### config.mk
export PLATFORM = sky130hd
export DESIGN_NAME = pioc_port_io
export DESIGN_NICKNAME = d
export VERILOG_FILES = /design/src/pioc_pkg.sv /design/src/pioc_port_io.sv
export SDC_FILE = /design/constraint.sdc
export NUM_CORES = 1
export LEC_CHECK = 0
export ABC_AREA = 0
export BUFFER_PORTS_ARGS = -buffer_cell sky130_fd_sc_hd__buf_2
export CORE_ASPECT_RATIO = 1.4
export CORE_MARGIN = 2
export CORE_UTILIZATION = 25
export DETAILED_ROUTE_END_ITERATION = 8
export PLACE_DENSITY = 0.4
export SLEW_MARGIN = 10
export SYNTH_ARGS = -nofsm -noshare
export SYNTH_HDL_FRONTEND = slang
export SYNTH_SLANG_ARGS = --single-unit
### constraint.sdc
create_clock -name clk -period 3.1 [get_ports clk]
set_input_delay 0.465 -clock clk [delete_from_list [all_inputs] [get_ports clk]]
set_output_delay 0.465 -clock clk [all_outputs]
set_load 0.1 [all_outputs]
### src/pioc_pkg.sv
// Package for the port configuration block: register map, field positions, reset values.
// Assumes a 32-bit AXI4-Lite register bus with one aligned word per register.
package pioc_pkg;

  // Port count and width
  localparam int unsigned NPORT = 5;                 // Ports A, B, G, H, L
  localparam int unsigned PW    = 8;                 // Bits per port

  // Port indices
  localparam logic [2:0] PORT_A = 3'h0;
  localparam logic [2:0] PORT_B = 3'h1;
  localparam logic [2:0] PORT_G = 3'h2;
  localparam logic [2:0] PORT_H = 3'h3;
  localparam logic [2:0] PORT_L = 3'h4;

  // Register map: each port owns a 16-byte slot, three words used
  localparam logic [7:0] OFS_CFG   = 8'h00;          // port_direction_config
  localparam logic [7:0] OFS_DATA  = 8'h04;          // port_output_value
  localparam logic [7:0] OFS_PIN   = 8'h08;          // port_pin_level
  localparam logic [7:0] OFS_CTRL  = 8'h50;          // Option and status word
  localparam int unsigned SLOT_LSB = 4;              // Address bit of the port index

  // Control word fields
  localparam int unsigned CTRL_WDOG_EN = 0;          // Watchdog selected on port G bit 1 (RW)
  localparam int unsigned CTRL_RC_CLK  = 1;          // RC clock configuration (RW)
  localparam int unsigned CTRL_HALT    = 8;          // Halt state (RO)
  localparam int unsigned CTRL_IDLE    = 9;          // Idle state (RO)

  // Port G special bit positions
  localparam int unsigned G_IRQ   = 0;
  localparam int unsigned G_WDOG  = 1;
  localparam int unsigned G_T1CAP = 2;
  localparam int unsigned G_T1IO  = 3;
  localparam int unsigned G_SO    = 4;
  localparam int unsigned G_SCLK  = 5;
  localparam int unsigned G_IN6   = 6;
  localparam int unsigned G_CLKO  = 7;

  // Reset values
  localparam logic [7:0]  RST_PORT = 8'h00;          // All pins Hi-Z input except G7 clock output
  localparam logic [31:0] RST_CTRL = 32'h0000_0000;

  // AXI responses
  localparam logic [1:0] RESP_OKAY   = 2'b00;
  localparam logic [1:0] RESP_SLVERR = 2'b10;

endpackage

### src/pioc_port_io.sv
// Port I/O configuration block: five 8-bit ports with config, data and pin registers.
// Assumes pin levels arrive asynchronously and a board resolves each pad from out/oe/pullup.
// Behaviour
// (RULE_01) Config/data select hi-Z, pull-up, or push-pull
// (RULE_02) Each port has config, data, pin registers
// (RULE_03) Every bit configured independently
// (RULE_04) Software masks unbonded port A bits
// (RULE_05) Port G bit 6 always hi-Z input
// (RULE_06) Watchdog option makes bit 1 pulled-up output
// (RULE_07) Bit 1 config/data ignored under watchdog
// (RULE_08) Port G bit 7 always clock output
// (RULE_09) G data bits 6,7 read zero
// (RULE_10) Writing G data bit7 enters HALT
// (RULE_11) Writing G data bit6 enters IDLE
// (RULE_12) G config bit6 selects alternate clock phase
// (RULE_13) G config bit7 enables RC restart delay
// (RULE_14) HALT stops oscillator until wake
// (RULE_15) Port G alternate functions routed
// (RULE_16) All port L pins wake sources
// (RULE_17) Port L alternate functions routed
// (RULE_18) G0-G3 reachable by emulator unchanged; G1 is taken over for the watchdog when that option is selected
// (RULE_19) Pin register returns synchronized levels
//
// Chosen here: register access over AXI4-Lite and the address map.
`timescale 1ns/10ps
`default_nettype none

module pioc_port_io
  import pioc_pkg::*;
(
  input  wire logic        clk,               // Core clock, 200 MHz
  input  wire logic        sys_rst,           // Synchronous reset, active high
  // AXI4-Lite slave
  input  wire logic [7:0]  s_axi_awaddr,      // Write address
  input  wire logic        s_axi_awvalid,     // Write address valid
  output logic             s_axi_awready,     // Write address ready
  input  wire logic [31:0] s_axi_wdata,       // Write data
  input  wire logic [3:0]  s_axi_wstrb,       // Write strobes
  input  wire logic        s_axi_wvalid,      // Write data valid
  output logic             s_axi_wready,      // Write data ready
  output logic [1:0]       s_axi_bresp,       // Write response
  output logic             s_axi_bvalid,      // Write response valid
  input  wire logic        s_axi_bready,      // Write response ready
  input  wire logic [7:0]  s_axi_araddr,      // Read address
  input  wire logic        s_axi_arvalid,     // Read address valid
  output logic             s_axi_arready,     // Read address ready
  output logic [31:0]      s_axi_rdata,       // Read data
  output logic [1:0]       s_axi_rresp,       // Read response
  output logic             s_axi_rvalid,      // Read data valid
  input  wire logic        s_axi_rready,      // Read data ready
  // Pads, five ports of eight, flattened port-major
  input  wire logic [39:0] pad_in,            // Pad levels, asynchronous
  output logic [39:0]      pad_out,           // Pad output value
  output logic [39:0]      pad_oe,            // Pad output enable, high drives
  output logic [39:0]      pad_pullup,        // Weak pull-up enable
  // Peripheral hookups
  input  wire logic        osc_clock_input,   // Oscillator clock, sampled as data
  input  wire logic        watchdog_level,    // Watchdog/clock monitor output level
  input  wire logic        wake_event,        // Any wake source, leaves halt/idle
  input  wire logic        serial_data_out,   // Serial data out to G4
  output logic             serial_data_in,    // Synchronised port G bit 6
  output logic             serial_shift_clock,// Synchronised G5
  output logic             serial_alt_phase,  // Alternate shift phase
  output logic             timer1_io_pin,     // Synchronised G3
  output logic             timer1_capture_pin,// Synchronised G2
  output logic             external_irq_pin,  // Synchronised G0
  output logic             timer2_input_a,    // Synchronised L4
  output logic             timer2_input_b,    // Synchronised L5
  output logic             uart_receive_pin,  // Synchronised L3
  output logic             uart_clock_pin,    // Synchronised L1
  output logic [7:0]       portl_wake,        // Port L wake sources
  output logic             halt_mode,         // Halt active
  output logic             idle_mode,         // Idle active
  output logic             osc_stop,          // Oscillator stop request
  output logic             halt_restart_delay_en // Restart delay armed
);

  // Register storage
  logic [NPORT-1:0][PW-1:0] cfg_q;            // port_direction_config per port
  logic [NPORT-1:0][PW-1:0] dat_q;            // port_output_value per port
  logic [NPORT-1:0][PW-1:0] sync1_q;          // First synchroniser stage
  logic [NPORT-1:0][PW-1:0] pin_q;            // port_pin_level, second stage
  logic [31:0]              ctrl_q;           // Option word
  logic                     halt_q;           // Halt state
  logic                     idle_q;           // Idle state
  logic                     osc1_q;           // Oscillator sync stage 1
  logic                     osc_q;            // Oscillator sync stage 2

  // Write channel state
  logic        aw_have_q;                     // Address captured
  logic        w_have_q;                      // Data captured
  logic [7:0]  aw_addr_q;                     // Captured address
  logic [31:0] w_data_q;                      // Captured data
  logic [3:0]  w_strb_q;                      // Captured strobes
  logic        wr_fire;                       // Both halves in hand

  // Decode: returns port index or NPORT for non-port address
  function automatic logic [2:0] port_of(input logic [7:0] a);
    logic [3:0] slot;
    slot = a[7:SLOT_LSB];
    if (slot < 4'(NPORT) && a[1:0] == 2'b00 && a[3:2] != 2'b11)
      port_of = slot[2:0];
    else
      port_of = 3'(NPORT);
  endfunction

  // Offset within a port slot
  function automatic logic [7:0] sub_of(input logic [7:0] a);
    sub_of = {4'h0, a[3:0]};
  endfunction

  // Write handshake: accept address and data in either order
  assign wr_fire = aw_have_q && w_have_q && !s_axi_bvalid;

  always_ff @(posedge clk) begin
    if (sys_rst) begin
      aw_have_q     <= 1'b0;
      aw_addr_q     <= 8'h00;
      s_axi_awready <= 1'b0;
    end else begin
      s_axi_awready <= !aw_have_q && !s_axi_awready && s_axi_awvalid;
      if (s_axi_awvalid && s_axi_awready) begin
        aw_have_q <= 1'b1;
        aw_addr_q <= s_axi_awaddr;
      end else if (wr_fire) begin
        aw_have_q <= 1'b0;
      end
    end
  end

  always_ff @(posedge clk) begin
    if (sys_rst) begin
      w_have_q     <= 1'b0;
      w_data_q     <= 32'h0000_0000;
      w_strb_q     <= 4'h0;
      s_axi_wready <= 1'b0;
    end else begin
      s_axi_wready <= !w_have_q && !s_axi_wready && s_axi_wvalid;
      if (s_axi_wvalid && s_axi_wready) begin
        w_have_q <= 1'b1;
        w_data_q <= s_axi_wdata;
        w_strb_q <= s_axi_wstrb;
      end else if (wr_fire) begin
        w_have_q <= 1'b0;
      end
    end
  end

  // Write response one cycle after both halves are in
  always_ff @(posedge clk) begin
    if (sys_rst) begin
      s_axi_bvalid <= 1'b0;
      s_axi_bresp  <= RESP_OKAY;
    end else if (wr_fire) begin
      s_axi_bvalid <= 1'b1;
      s_axi_bresp  <= (port_of(aw_addr_q) != 3'(NPORT) || aw_addr_q == OFS_CTRL)
                      ? RESP_OKAY : RESP_SLVERR;
    end else if (s_axi_bready) begin
      s_axi_bvalid <= 1'b0;
    end
  end

  // Register writes; only byte lane 0 carries port data
  // (RULE_02) Config and data storage
  // (RULE_03) Whole-byte independent bits
  always_ff @(posedge clk) begin
    if (sys_rst) begin
      cfg_q <= '0;
      dat_q <= '0;
    end else if (wr_fire && w_strb_q[0] && port_of(aw_addr_q) != 3'(NPORT)) begin
      if (sub_of(aw_addr_q) == OFS_CFG)
        cfg_q[port_of(aw_addr_q)] <= w_data_q[7:0];
      else if (sub_of(aw_addr_q) == OFS_DATA)
        dat_q[port_of(aw_addr_q)] <= w_data_q[7:0];
    end
  end

  // Option word, low byte writable
  always_ff @(posedge clk) begin
    if (sys_rst) begin
      ctrl_q <= RST_CTRL;
    end else if (wr_fire && w_strb_q[0] && aw_addr_q == OFS_CTRL) begin
      ctrl_q <= {24'h00_0000, w_data_q[7:0]};
    end
  end

  // Power mode entry and wake
  // (RULE_10) Halt on G data bit7
  // (RULE_11) Idle on G data bit6
  // (RULE_14) Halt held until wake
  always_ff @(posedge clk) begin
    if (sys_rst) begin
      halt_q <= 1'b0;
      idle_q <= 1'b0;
    end else if (wr_fire && w_strb_q[0] && port_of(aw_addr_q) == PORT_G
                 && sub_of(aw_addr_q) == OFS_DATA) begin
      // A new write wins over a coincident wake so the request is not lost
      halt_q <= w_data_q[G_CLKO] | (halt_q & ~wake_event);
      idle_q <= w_data_q[G_IN6]  | (idle_q & ~wake_event);
    end else if (wake_event) begin
      halt_q <= 1'b0;
      idle_q <= 1'b0;
    end
  end

  // Pad input synchronisers, two stages each
  // (RULE_19) Synchronised pin levels
  always_ff @(posedge clk) begin
    if (sys_rst) begin
      sync1_q <= '0;
      pin_q   <= '0;
      osc1_q  <= 1'b0;
      osc_q   <= 1'b0;
    end else begin
      sync1_q <= pad_in;
      pin_q   <= sync1_q;
      osc1_q  <= osc_clock_input;
      osc_q   <= osc1_q;
    end
  end

  // Read channel; single-cycle decode, rvalid held until rready
  always_ff @(posedge clk) begin
    if (sys_rst) begin
      s_axi_arready <= 1'b0;
      s_axi_rvalid  <= 1'b0;
      s_axi_rdata   <= 32'h0000_0000;
      s_axi_rresp   <= RESP_OKAY;
    end else begin
      s_axi_arready <= !s_axi_arready && !s_axi_rvalid && s_axi_arvalid;
      if (s_axi_arvalid && s_axi_arready) begin
        s_axi_rvalid <= 1'b1;
        s_axi_rresp  <= RESP_OKAY;
        s_axi_rdata  <= 32'h0000_0000;
        if (s_axi_araddr == OFS_CTRL) begin
          s_axi_rdata              <= ctrl_q;
          s_axi_rdata[CTRL_HALT]   <= halt_q;
          s_axi_rdata[CTRL_IDLE]   <= idle_q;
        end else if (port_of(s_axi_araddr) == 3'(NPORT)) begin
          s_axi_rresp <= RESP_SLVERR;
        end else if (sub_of(s_axi_araddr) == OFS_CFG) begin
          s_axi_rdata[7:0] <= cfg_q[port_of(s_axi_araddr)];
        end else if (sub_of(s_axi_araddr) == OFS_DATA) begin
          s_axi_rdata[7:0] <= dat_q[port_of(s_axi_araddr)];
          // (RULE_09) Port G data bits 7:6 read zero
          if (port_of(s_axi_araddr) == PORT_G)
            s_axi_rdata[7:6] <= 2'b00;
        end else begin
          // (RULE_04) Port A raw levels returned
          s_axi_rdata[7:0] <= pin_q[port_of(s_axi_araddr)];
        end
      end else if (s_axi_rready) begin
        s_axi_rvalid <= 1'b0;
      end
    end
  end

  // Pad drivers, one generate slice per port bit
  // (RULE_01) Mode table per bit
  // (RULE_18) G0, G2, G3 keep ordinary pad behaviour; G1 does too unless the watchdog option is selected
  for (genvar p = 0; p < NPORT; p++) begin : g_port
    for (genvar b = 0; b < PW; b++) begin : g_bit
      always_ff @(posedge clk) begin
        if (sys_rst) begin
          pad_out[p*PW+b]    <= 1'b0;
          pad_oe[p*PW+b]     <= 1'b0;
          pad_pullup[p*PW+b] <= 1'b0;
        end else if (p == int'(PORT_G) && b == G_IN6) begin
          // (RULE_05) Bit 6 fixed hi-Z input
          pad_out[p*PW+b]    <= 1'b0;
          pad_oe[p*PW+b]     <= 1'b0;
          pad_pullup[p*PW+b] <= 1'b0;
        end else if (p == int'(PORT_G) && b == G_CLKO) begin
          // (RULE_08) Bit 7 drives clock out
          pad_out[p*PW+b]    <= osc_q;
          pad_oe[p*PW+b]     <= 1'b1;
          pad_pullup[p*PW+b] <= 1'b0;
        end else if (p == int'(PORT_G) && b == G_WDOG && ctrl_q[CTRL_WDOG_EN]) begin
          // (RULE_06) Watchdog pin, pulled up
          // (RULE_07) Config/data ignored here
          pad_out[p*PW+b]    <= 1'b0;
          pad_oe[p*PW+b]     <= ~watchdog_level;
          pad_pullup[p*PW+b] <= 1'b1;
        end else if (p == int'(PORT_G) && b == G_SO && cfg_q[p][b]) begin
          // (RULE_15) Serial out on G4 when output
          pad_out[p*PW+b]    <= serial_data_out & dat_q[p][b];
          pad_oe[p*PW+b]     <= 1'b1;
          pad_pullup[p*PW+b] <= 1'b0;
        end else begin
          pad_out[p*PW+b]    <= cfg_q[p][b] & dat_q[p][b];
          pad_oe[p*PW+b]     <= cfg_q[p][b];
          pad_pullup[p*PW+b] <= ~cfg_q[p][b] & dat_q[p][b];
        end
      end
    end
  end

  // Alternate input functions taken from synchronised levels
  // (RULE_15) Port G alternates
  // (RULE_16) Port L wake sources
  // (RULE_17) Port L alternates
  always_ff @(posedge clk) begin
    if (sys_rst) begin
      serial_data_in     <= 1'b0;
      serial_shift_clock <= 1'b0;
      timer1_io_pin      <= 1'b0;
      timer1_capture_pin <= 1'b0;
      external_irq_pin   <= 1'b0;
      timer2_input_a     <= 1'b0;
      timer2_input_b     <= 1'b0;
      uart_receive_pin   <= 1'b0;
      uart_clock_pin     <= 1'b0;
      portl_wake         <= 8'h00;
    end else begin
      serial_data_in     <= pin_q[PORT_G][G_IN6];
      serial_shift_clock <= pin_q[PORT_G][G_SCLK];
      timer1_io_pin      <= pin_q[PORT_G][G_T1IO];
      timer1_capture_pin <= pin_q[PORT_G][G_T1CAP];
      external_irq_pin   <= pin_q[PORT_G][G_IRQ];
      timer2_input_a     <= pin_q[PORT_L][4];
      timer2_input_b     <= pin_q[PORT_L][5];
      uart_receive_pin   <= pin_q[PORT_L][3];
      uart_clock_pin     <= pin_q[PORT_L][1];
      portl_wake         <= pin_q[PORT_L];
    end
  end

  // Special controls from port G upper config bits, plus registered halt, idle and oscillator-stop outputs
  // (RULE_12) Alternate shift phase
  // (RULE_13) Restart delay only with RC clock
  always_ff @(posedge clk) begin
    if (sys_rst) begin
      serial_alt_phase      <= 1'b0;
      halt_restart_delay_en <= 1'b0;
      halt_mode             <= 1'b0;
      idle_mode             <= 1'b0;
      osc_stop              <= 1'b0;
    end else begin
      serial_alt_phase      <= cfg_q[PORT_G][G_IN6];
      halt_restart_delay_en <= cfg_q[PORT_G][G_CLKO] & ctrl_q[CTRL_RC_CLK];
      halt_mode             <= halt_q;
      idle_mode             <= idle_q;
      // (RULE_14) Oscillator stopped in halt
      osc_stop              <= halt_q;
    end
  end

endmodule

`default_nettype wire

==> results of run 1 <==
==> cell families after synthesis <==
| group | Yosys count |
|---|---|
| AO/OA/AOI/OAI | 205 |
| buffers and inverters | 115 |
| flip-flops | 339 |
| multiplexers | 76 |
| other | 1 |
| AND/OR/NAND/NOR | 439 |
==> area by class of cell <==
cell class | instances | share of cell area (%)
antenna | 1 | 0.0169
timing repair buffer | 252 | 9.12
multi-input combinational | 748 | 31.5
tap | 624 | 5.27
clock buffer | 55 | 7.54
clock inverter | 11 | 0.634
inverter | 5 | 0.127
sequential | 339 | 45.8
==> state kept, by name, indices dropped and copies added (netlist names), 10 cells and up <==
signal / count
cfg_q: 40
pin_q: 40
sync1_q: 40
pad_oe: 39
pad_out: 39
dat_q: 38
pad_pullup: 38
s_axi_rdata: 10
==> report_power, final <==
group          internal (µW)  switching (µW)
sequential              4430            50.2
clock                   2590            1810
combinational            137             462
==> Yosys cell counts (3+ instances only) <==
master	instances
nor2b_1	139
nand4_1	5
mux2i_1	71
nand2b_1	6
clkbuf_1	57
a221oi_1	5
nor4b_1	5
or3_1	3
dfxtp_1	339
nand3_1	24
and3_1	28
a2bb2oi_1	5
or4_1	3
mux2_2	4
o22a_1	8
nor3_1	4
buf_4	33
nor3b_1	39
buf_2	16
and2_1	17
a31oi_1	7
nor2_1	64
a211oi_1	6
buf_1	4
nand2_1	88
inv_1	4
o21ai_0	66
o211ai_1	4
a21oi_1	71
o22ai_1	5
==> worst max path at each step <==
stage	startpoint	endpoint	slack (ns)	cells past startpoint
after floorplan	s_axi_bvalid	cfg_q[16]	0.77	7
after global placement	s_axi_araddr[2]	s_axi_rdata[2]	0.56	6
after detailed placement	s_axi_araddr[2]	s_axi_rdata[0]	0.52	6
after CTS	aw_addr_q[0]	cfg_q[37]	0.74	6
after global routing	aw_addr_q[0]	cfg_q[37]	0.56	6
final	aw_addr_q[0]	cfg_q[37]	0.78	6
==> worst reg2reg max path, stage by stage (launching register included) <==
cell and delay, ns:
dfxtp_1 0.35, nor3_1 0.35, nand4b_1 0.20, buf_4 0.25
or4_1 0.71, mux2i_1 0.27, nor2_1 0.05
==> per-layer routing <==
layer  GRT usage [%]  share of wire [%]  vias to the layer above
met1            18.2                 42                     4205
met2            25.9                 50                      264
met5               0               0.10                        -
met4            4.79                2.6                        6
li1                -                  -                     4378
met3            3.13                5.3                       61
==> stage by stage <==
step	worst slack (ns)	cell area, µm²	util (%)	std cells	total power, µW
after floorplan	0.775	12000	-	1202	5040
after global placement	0.558	13600	28.9	1968	5180
after detailed placement	0.516	13600	28.9	1968	5180
after CTS	0.744	14800	31.5	2034	9610
after global routing	0.560	14800	31.5	2035	9810
final	0.778	14800	31.5	2035	9480
==> reports/metrics.yaml, run 1 <==
slew_viol_final: 0
finalCritPeriodShare_pct: 74.9
critPathMaxStageDelay_ns: 0.71
mappedNetlistArea_um2: 11900
coreArea_um2: 47000
drive_above_1_share_pct: 23.4
cts_resized: 0
critPathTopFamily: "simple AND/OR/NAND/NOR gates"
die_w_um: 189
yosysTopAreaCell: "dfxtp_1"
die_h_um: 262
synth_async_sr_flop_share_pct: 0
cts_tree: "built"
first_global_vias: 8798
n_fill_cell: 4984
htree_levels: 2
mostFrequentLayoutCells: "dfxtp_1, buf_2, nor2b_1, nand2_1"
cts_hold_buffers: 0
synth_xor_area_share_pct: 0
clock_path_buffers: 3
worst_pin_slew_ns: 0.853
period_needed_ns: 2.32
path_buf_inv: 1
io_pins: 286
synth.distinct_cells: 66
via_per_inst: 4.38
r2r-end: "cfg_q[37]"
synthMuxAreaShare_pct: 6.53
power_density_nw_per_um2: 640
cts_sinks: 339
avgSynthCellArea_um2: 10.1
ant_nets: 0
cp_slowest_cell: "or4_1"
grt_antenna_before_repair: 4
synth_top_family_by_area: "simple AND/OR/NAND/NOR gates"
root_buffer: "clkbuf_16"
ys_warn_count: 0
status: "finished, final reports clean"
clkLatencyLatePin_ns: 0.54
numCtsBuffers: 38
initial_core_util_pct: 25.3
routabilityCongestion: 0.822
multi_input_area_um2: 4660
relSlewSlack_pct: 43.1
p_leak_uw: 0.00623
setup_viol: 0
ir_drop_mv: 0.307
worst-endpoint-required_ns: 3.50
route.vias.total: 8914
fp-row-count: 94
grt_overflow_total: 0
grt_pass1_wl_mm: 55.9
nets: 1487
min_to: "pad_oe[17]"
max_cap_violations: 0
cp-start-kind: "register"
hold-path-cell-count: 2
r2r_start: "aw_addr_q[0]"
first_pass_iters: 5
crit_type: "reg -> reg"
fmax_ghz: 0.431
path_cells: "nor3_1 -> nand4b_1 -> buf_4 -> or4_1 -> mux2i_1 -> nor2_1"
synth-simple-area-share_pct: 20.9
final_common_cell: "dfxtp_1"
regArea_um2: 6790
drc: 0
clkTransAtPathRegs_ns: 0.06
area_delta_synth_final_pct: 24.3
routed_wirelength_mm: 37.7
drt_iter0_markers: 413
ff2ff_path_depth: 6
avgRoutedWirePerCell_um: 18.5
synth-compound-area-share_pct: 10.8
synth_edf_count: 0
postSynthCellCount: 1175
ys_top_cells_by_area: "dfxtp_1, nor2b_1, mux2i_1"
finalClockSkew_ns: 0.0207
synth_top_area_share_pct: 57.0
grt_start_max_net_pins: 121
crit_path_max_fanout: 21
port_buffers: 230
crit_path_end_kind: "register"
dp_hpwl_mm: 27.0
fin_setup_tns_ns: 0
grt_usage_pct: 14.9
grt_setup_unrepaired: "false"
hp-start: "watchdog_level"
ys_seq_elements: 339
ff2ff_setup_slack_ns: 0.78
arrival_ns: 2.72
holdWs_ns: 0.107
hold_violations: 0
die_area_um2: 49500
ys.flop_type: "dfxtp_1"
cts_setup_buffers: 0
synth_fa_ha_area_share_pct: 0
seq_area_frac_synth_pct: 57.0
hold_class: "in -> reg"
(Power assumes the default switching activity.)
==> inputs of run 2 (changes only) <==
Settings changed: PLACE_DENSITY 0.4 to 0.42.
Clock period 3.1 ns to 2.1 ns, I/O delays scaled along.
==> run 2 against run 1 <==
  * Flip-flop and latch count stayed put
  * Design area is 6.3% higher
  * Die area stayed put
  * Routed wire length is 2.8% higher
  * Worst setup slack worse by 0.73 ns
  * Count of clock-buffer cells in the layout is 3 lower
  * Highest routed layer unchanged
==> reports/metrics.yaml, run 2 (synthesis gave the netlist of run 1 again) <==
status: "finished, final reports clean"
clock_path_buffers: 3
root_buffer: "clkbuf_16"
first_global_vias: 9215
dpl.cell_count: 2023
worst_pin_slew_ns: 0.858
p_leak_uw: 0.00671
routed_wirelength_mm: 38.8
cp_slowest_cell: "or4_1"
finalClockSkew_ns: 0.0107
nets: 1581
hold-path-cell-count: 2
max_cap_violations: 0
grt_antenna_before_repair: 4
r2r_start: "s_axi_bvalid"
relSlewSlack_pct: 42.7
final_cells: 2132
dp_hpwl_mm: 28.6
first_pass_iters: 5
dp_slack_ns: 0.0240
die_area_um2: 49500
path_cells: "and3b_2 -> nand4b_1 -> buf_4 -> or4_1 -> buf_6 -> nor2_8 -> o22a_1"
placed_area_um2: 14100
globalRoute.busiestLayer: "met2"
hp-start: "pad_in[19]"
utilization_pct: 33.5
die_h_um: 262
arrival_ns: 2.53
numCtsBuffers: 37
hold_violations: 0
period_needed_ns: 2.05
slew_viol_final: 0
n_fill_cell: 4954
route.vias.total: 9259
clkLatencyLatePin_ns: 0.54
cts_sinks: 339
critPathMaxStageDelay_ns: 0.42
fmax_ghz: 0.488
design_area_um2: 15700
die_w_um: 189
worst-endpoint-required_ns: 2.58
final_common_cell: "dfxtp_1"
crit_type: "reg -> reg"
clkTransAtPathRegs_ns: 0.06
io_pins: 286
initial_core_util_pct: 25.3
ant_nets: 0
grt_overflow_total: 0
crit_path_max_fanout: 9
ir_drop_mv: 0.542
cp-start-kind: "register"
top_regs: "cfg_q x40, pin_q x40, sync1_q x40"
cts_tree: "built"
grt_use_met1_pct: 18.6
setup_viol: 0
setup_slack_ns: 0.0513
avgRoutedWirePerCell_um: 18.2
power_density_nw_per_um2: 908
port_buffers: 230
fp-row-count: 94
routabilityCongestion: 0.844
drt_iter0_markers: 466
drc: 0
via_per_inst: 4.34
htree_levels: 2
ff2ff_path_depth: 7
grt_start_max_net_pins: 93
grt_pass1_wl_mm: 57.9
crit_path_end_kind: "register"
crit_path_start: "s_axi_bvalid"
drive_above_1_share_pct: 26.4
coreArea_um2: 47000
finalCritPeriodShare_pct: 97.6
mostFrequentLayoutCells: "dfxtp_1, buf_2, nor2b_1, nand2_1, buf_4"
met3_usage_pct: 2.96
hold_class: "in -> reg"
grt_usage_pct: 15.5
area_delta_synth_final_pct: 32.1
global_route.usage.met2_pct: 26.9
==> run 2: changes by cell type in the layout (fill, tap and decap cells not counted), moves of 2 or more <==
| cell | delta |
|---|---|
| buf_12 | +4 |
| dfxtp_1 | -3 |
| clkbuf_8 | -2 |
| bufinv_16 | +2 |
| buf_6 | +2 |
| buf_4 | +53 |
| dfxtp_2 | +3 |
| dlygate4sd3_1 | +36 |
==> run 2: stage by stage <==
stage / setup TNS, ns / hold slack [ns] / power, µW
after floorplan: 0 / 0.408 / 7430
after global placement: 0 / 0.418 / 7700
after detailed placement: 0 / 0.421 / 7700
after CTS: 0 / 0.00220 / 14500
after global routing: -0.0135 / 0.0210 / 14900
final: 0 / 0.0102 / 14300
==> run 2: layout make-up <==
| class | count | area (µm²) | share of cell area (%) |
|---|---|---|---|
| sequential | 339 | 6790 | 43.1 |
| multi-input combinational | 748 | 4680 | 29.7 |
| timing repair buffer | 347 | 2210 | 14.1 |
| clock buffer | 52 | 1080 | 6.89 |
| tap | 624 | 781 | 4.96 |
| clock inverter | 15 | 168 | 1.07 |
| inverter | 5 | 18.8 | 0.119 |
| antenna | 2 | 5.00 | 0.0318 |
==> run 2: worst paths after layout <==
check                              endpoint  slack, ns
worst max-delay path               cfg_q[5]       0.05
worst min-delay path            sync1_q[19]       0.01
worst max register to register     cfg_q[5]       0.05
worst min register to register    pin_q[32]       0.43
==> run 2: power breakdown <==
| part | internal, µW | switching, µW | total, µW |
|---|---|---|---|
| Combinational | 293 | 713 | 1010 |
| Sequential | 6540 | 67.7 | 6600 |
| Clock | 4000 | 2690 | 6690 |
==> run 2: worst max-delay path: cells and delay by family (launching register included) <==
| family | cells | cell delay [ns] |
|---|---|---|
| simple gates | 4 | 1.09 |
| buf+inv | 2 | 0.39 |
| flops | 1 | 0.34 |
| compound gates | 1 | 0.17 |
==> run 2: metal layers <==
metal  vias to the layer above  wire length (µm)
met4                         4              1500
li1                       4573                 -
met2                       267             19100
met5                         -                27
met1                      4337             16100
met3                        78              1990
==> run 2: repair_timing <==
action,4_1_cts,5_1_grt
setup endpoints to repair,0,40
hold buffers,36,0
setup buffers,0,4
endpoints found under the hold margin,36,0
gates resized for setup,0,8
==> inputs of run 3 (changes only) <==
Settings changed: CORE_ASPECT_RATIO 1.4 to 1.1, CORE_UTILIZATION 25 to 48, PLACE_DENSITY 0.42 to 0.73.
==> run 3 against run 2 <==
  * Clock skew rose by 0.0061 ns
  * Via count hardly changed
  * Register-to-register slack gained 0.03 ns
  * Worst hold slack barely moved
  * First-iteration DRC count grew 33%
  * Critical path type unchanged
  * Design area down 5.7%
  * Sequential share of layout area is 2.6 points higher
  * Critical endpoint is now dat_q[7]
  * Fmax up 1.5%
  * Count of clock-buffer cells in the layout fell by 6
  * Global-route usage is 7.6 points higher
==> reports/metrics.yaml, run 3 (synthesis gave the netlist of run 1 again) <==
ant_nets: 0
die_area_um2: 26100
grt_usage_pct: 23.1
htree_levels: 1
drive_above_1_share_pct: 24.4
cts_tree: "built"
crit_type: "reg -> reg"
critPathTopFamily: "simple AND/OR/NAND/NOR gates"
finalCritPeriodShare_pct: 96.1
n_antenna_cell: 0
p_leak_uw: 0.00644
area_delta_synth_final_pct: 24.6
routed_wirelength_mm: 31.2
routabilityCongestion: 0.942
hold-path-cell-count: 2
worst-endpoint-required_ns: 2.52
initial_core_util_pct: 48.8
cts_sinks: 339
grt_start_max_net_pins: 120
ff2ff_setup_slack_ns: 0.08
numCtsBuffers: 31
arrival_ns: 2.44
met1_length_mm: 13.1
worst_pin_slew_ns: 0.821
crit_path_end_kind: "register"
final_common_cell: "dfxtp_1"
utilization_pct: 60.9
first_global_vias: 8841
ff2ff_path_depth: 6
setup_viol: 0
path_buf_inv: 1
finalClockSkew_ns: 0.0168
relSlewSlack_pct: 45.2
nets: 1552
path_cells: "a2111oi_4 -> nand2b_4 -> or4_4 -> buf_6 -> mux2i_1 -> nor2_1"
max_cap_violations: 0
first_pass_iters: 5
dp_hpwl_mm: 21.8
hp-start: "pad_in[2]"
drt_iter0_markers: 619
grt_pass1_wl_mm: 47.8
status: "finished, final reports clean"
grt_overflow_total: 0
critPathMaxStageDelay_ns: 0.51
fmax_ghz: 0.496
root_buffer: "clkbuf_16"
grt_antenna_before_repair: 1
top_layer: "met5"
drc: 0
cp_slowest_cell: "or4_4"
fp-row-count: 60
clkLatencyLatePin_ns: 0.55
io_pins: 286
r2r-end: "dat_q[7]"
route.vias.total: 9257
hold_violations: 0
via_per_inst: 5.20
die_w_um: 154
coreArea_um2: 24400
met2WireLength_mm: 14.6
ir_drop_mv: 0.612
crit_path_max_fanout: 8
r2r_start: "aw_addr_q[2]"
period_needed_ns: 2.02
power_density_nw_per_um2: 862
hold_class: "in -> reg"
clkTransAtPathRegs_ns: 0.07
mostFrequentLayoutCells: "dfxtp_1, buf_2, nor2b_1, nand2_1"
cp-start-kind: "register"
route.met3.wl_mm: 2.38
clock_path_buffers: 3
slew_viol_final: 0
top_regs: "cfg_q x40, pin_q x40, sync1_q x40"
avgRoutedWirePerCell_um: 17.5
port_buffers: 230
min_to: "sync1_q[2]"
die_h_um: 169
fin_setup_tns_ns: 0
-- run 3: routing by layer --
layer | GRT usage, % | up-vias
met5 | 0 | -
met4 | 8.45 | 2
met3 | 4.37 | 66
met2 | 38.3 | 386
met1 | 30.2 | 4308
li1 | - | 4495
-- run 3: cell type report --
class,count,area (µm²)
timing repair buffer,324,2030
clock inverter,8,48.8
clock buffer,46,892
fill,2033,9550
tap,310,388
sequential,339,6790
multi-input combinational,748,4680
inverter,5,18.8
-- run 3: worst max-delay path by stage --
stage / start / to / cells after the start
floorplan: s_axi_bvalid / ctrl_q[7] / 7
global placement: s_axi_araddr[1] / s_axi_rdata[5] / 6
detailed placement: s_axi_araddr[4] / s_axi_rdata[4] / 9
CTS: aw_addr_q[3] / cfg_q[3] / 6
global route: aw_addr_q[2] / dat_q[5] / 6
finish: aw_addr_q[2] / dat_q[7] / 6
-- run 3: per-stage QoR --
stage | std cells | total power (µW) | worst slack, ns | area (µm²) | hold slack [ns]
final | 1780 | 12800 | 0.0818 | 14800 | 0.0100
after global placement | 1687 | 7630 | 0.0612 | 13500 | 0.418
after CTS | 1778 | 12900 | 0.0255 | 14800 | 0.000977
after detailed placement | 1687 | 7640 | 0.0336 | 13500 | 0.420
after floorplan | 1202 | 7430 | 0.0992 | 12000 | 0.408
after global routing | 1780 | 13200 | -0.0176 | 14800 | 0.000688
-- run 3: repair_timing --
| item | in CTS | in global routing |
|---|---|---|
| endpoints found under the hold margin | 37 | 0 |
| resized for setup | 0 | 8 |
| endpoints found under the setup margin | 0 | 43 |
| buffers inserted | 0 | 2 |
| hold buffers | 37 | 0 |
-- run 3: where the power goes --
group          internal, µW  switching, µW
combinational           274            683
sequential             6530           70.5
clock                  2920           2310
total                  9730           3060
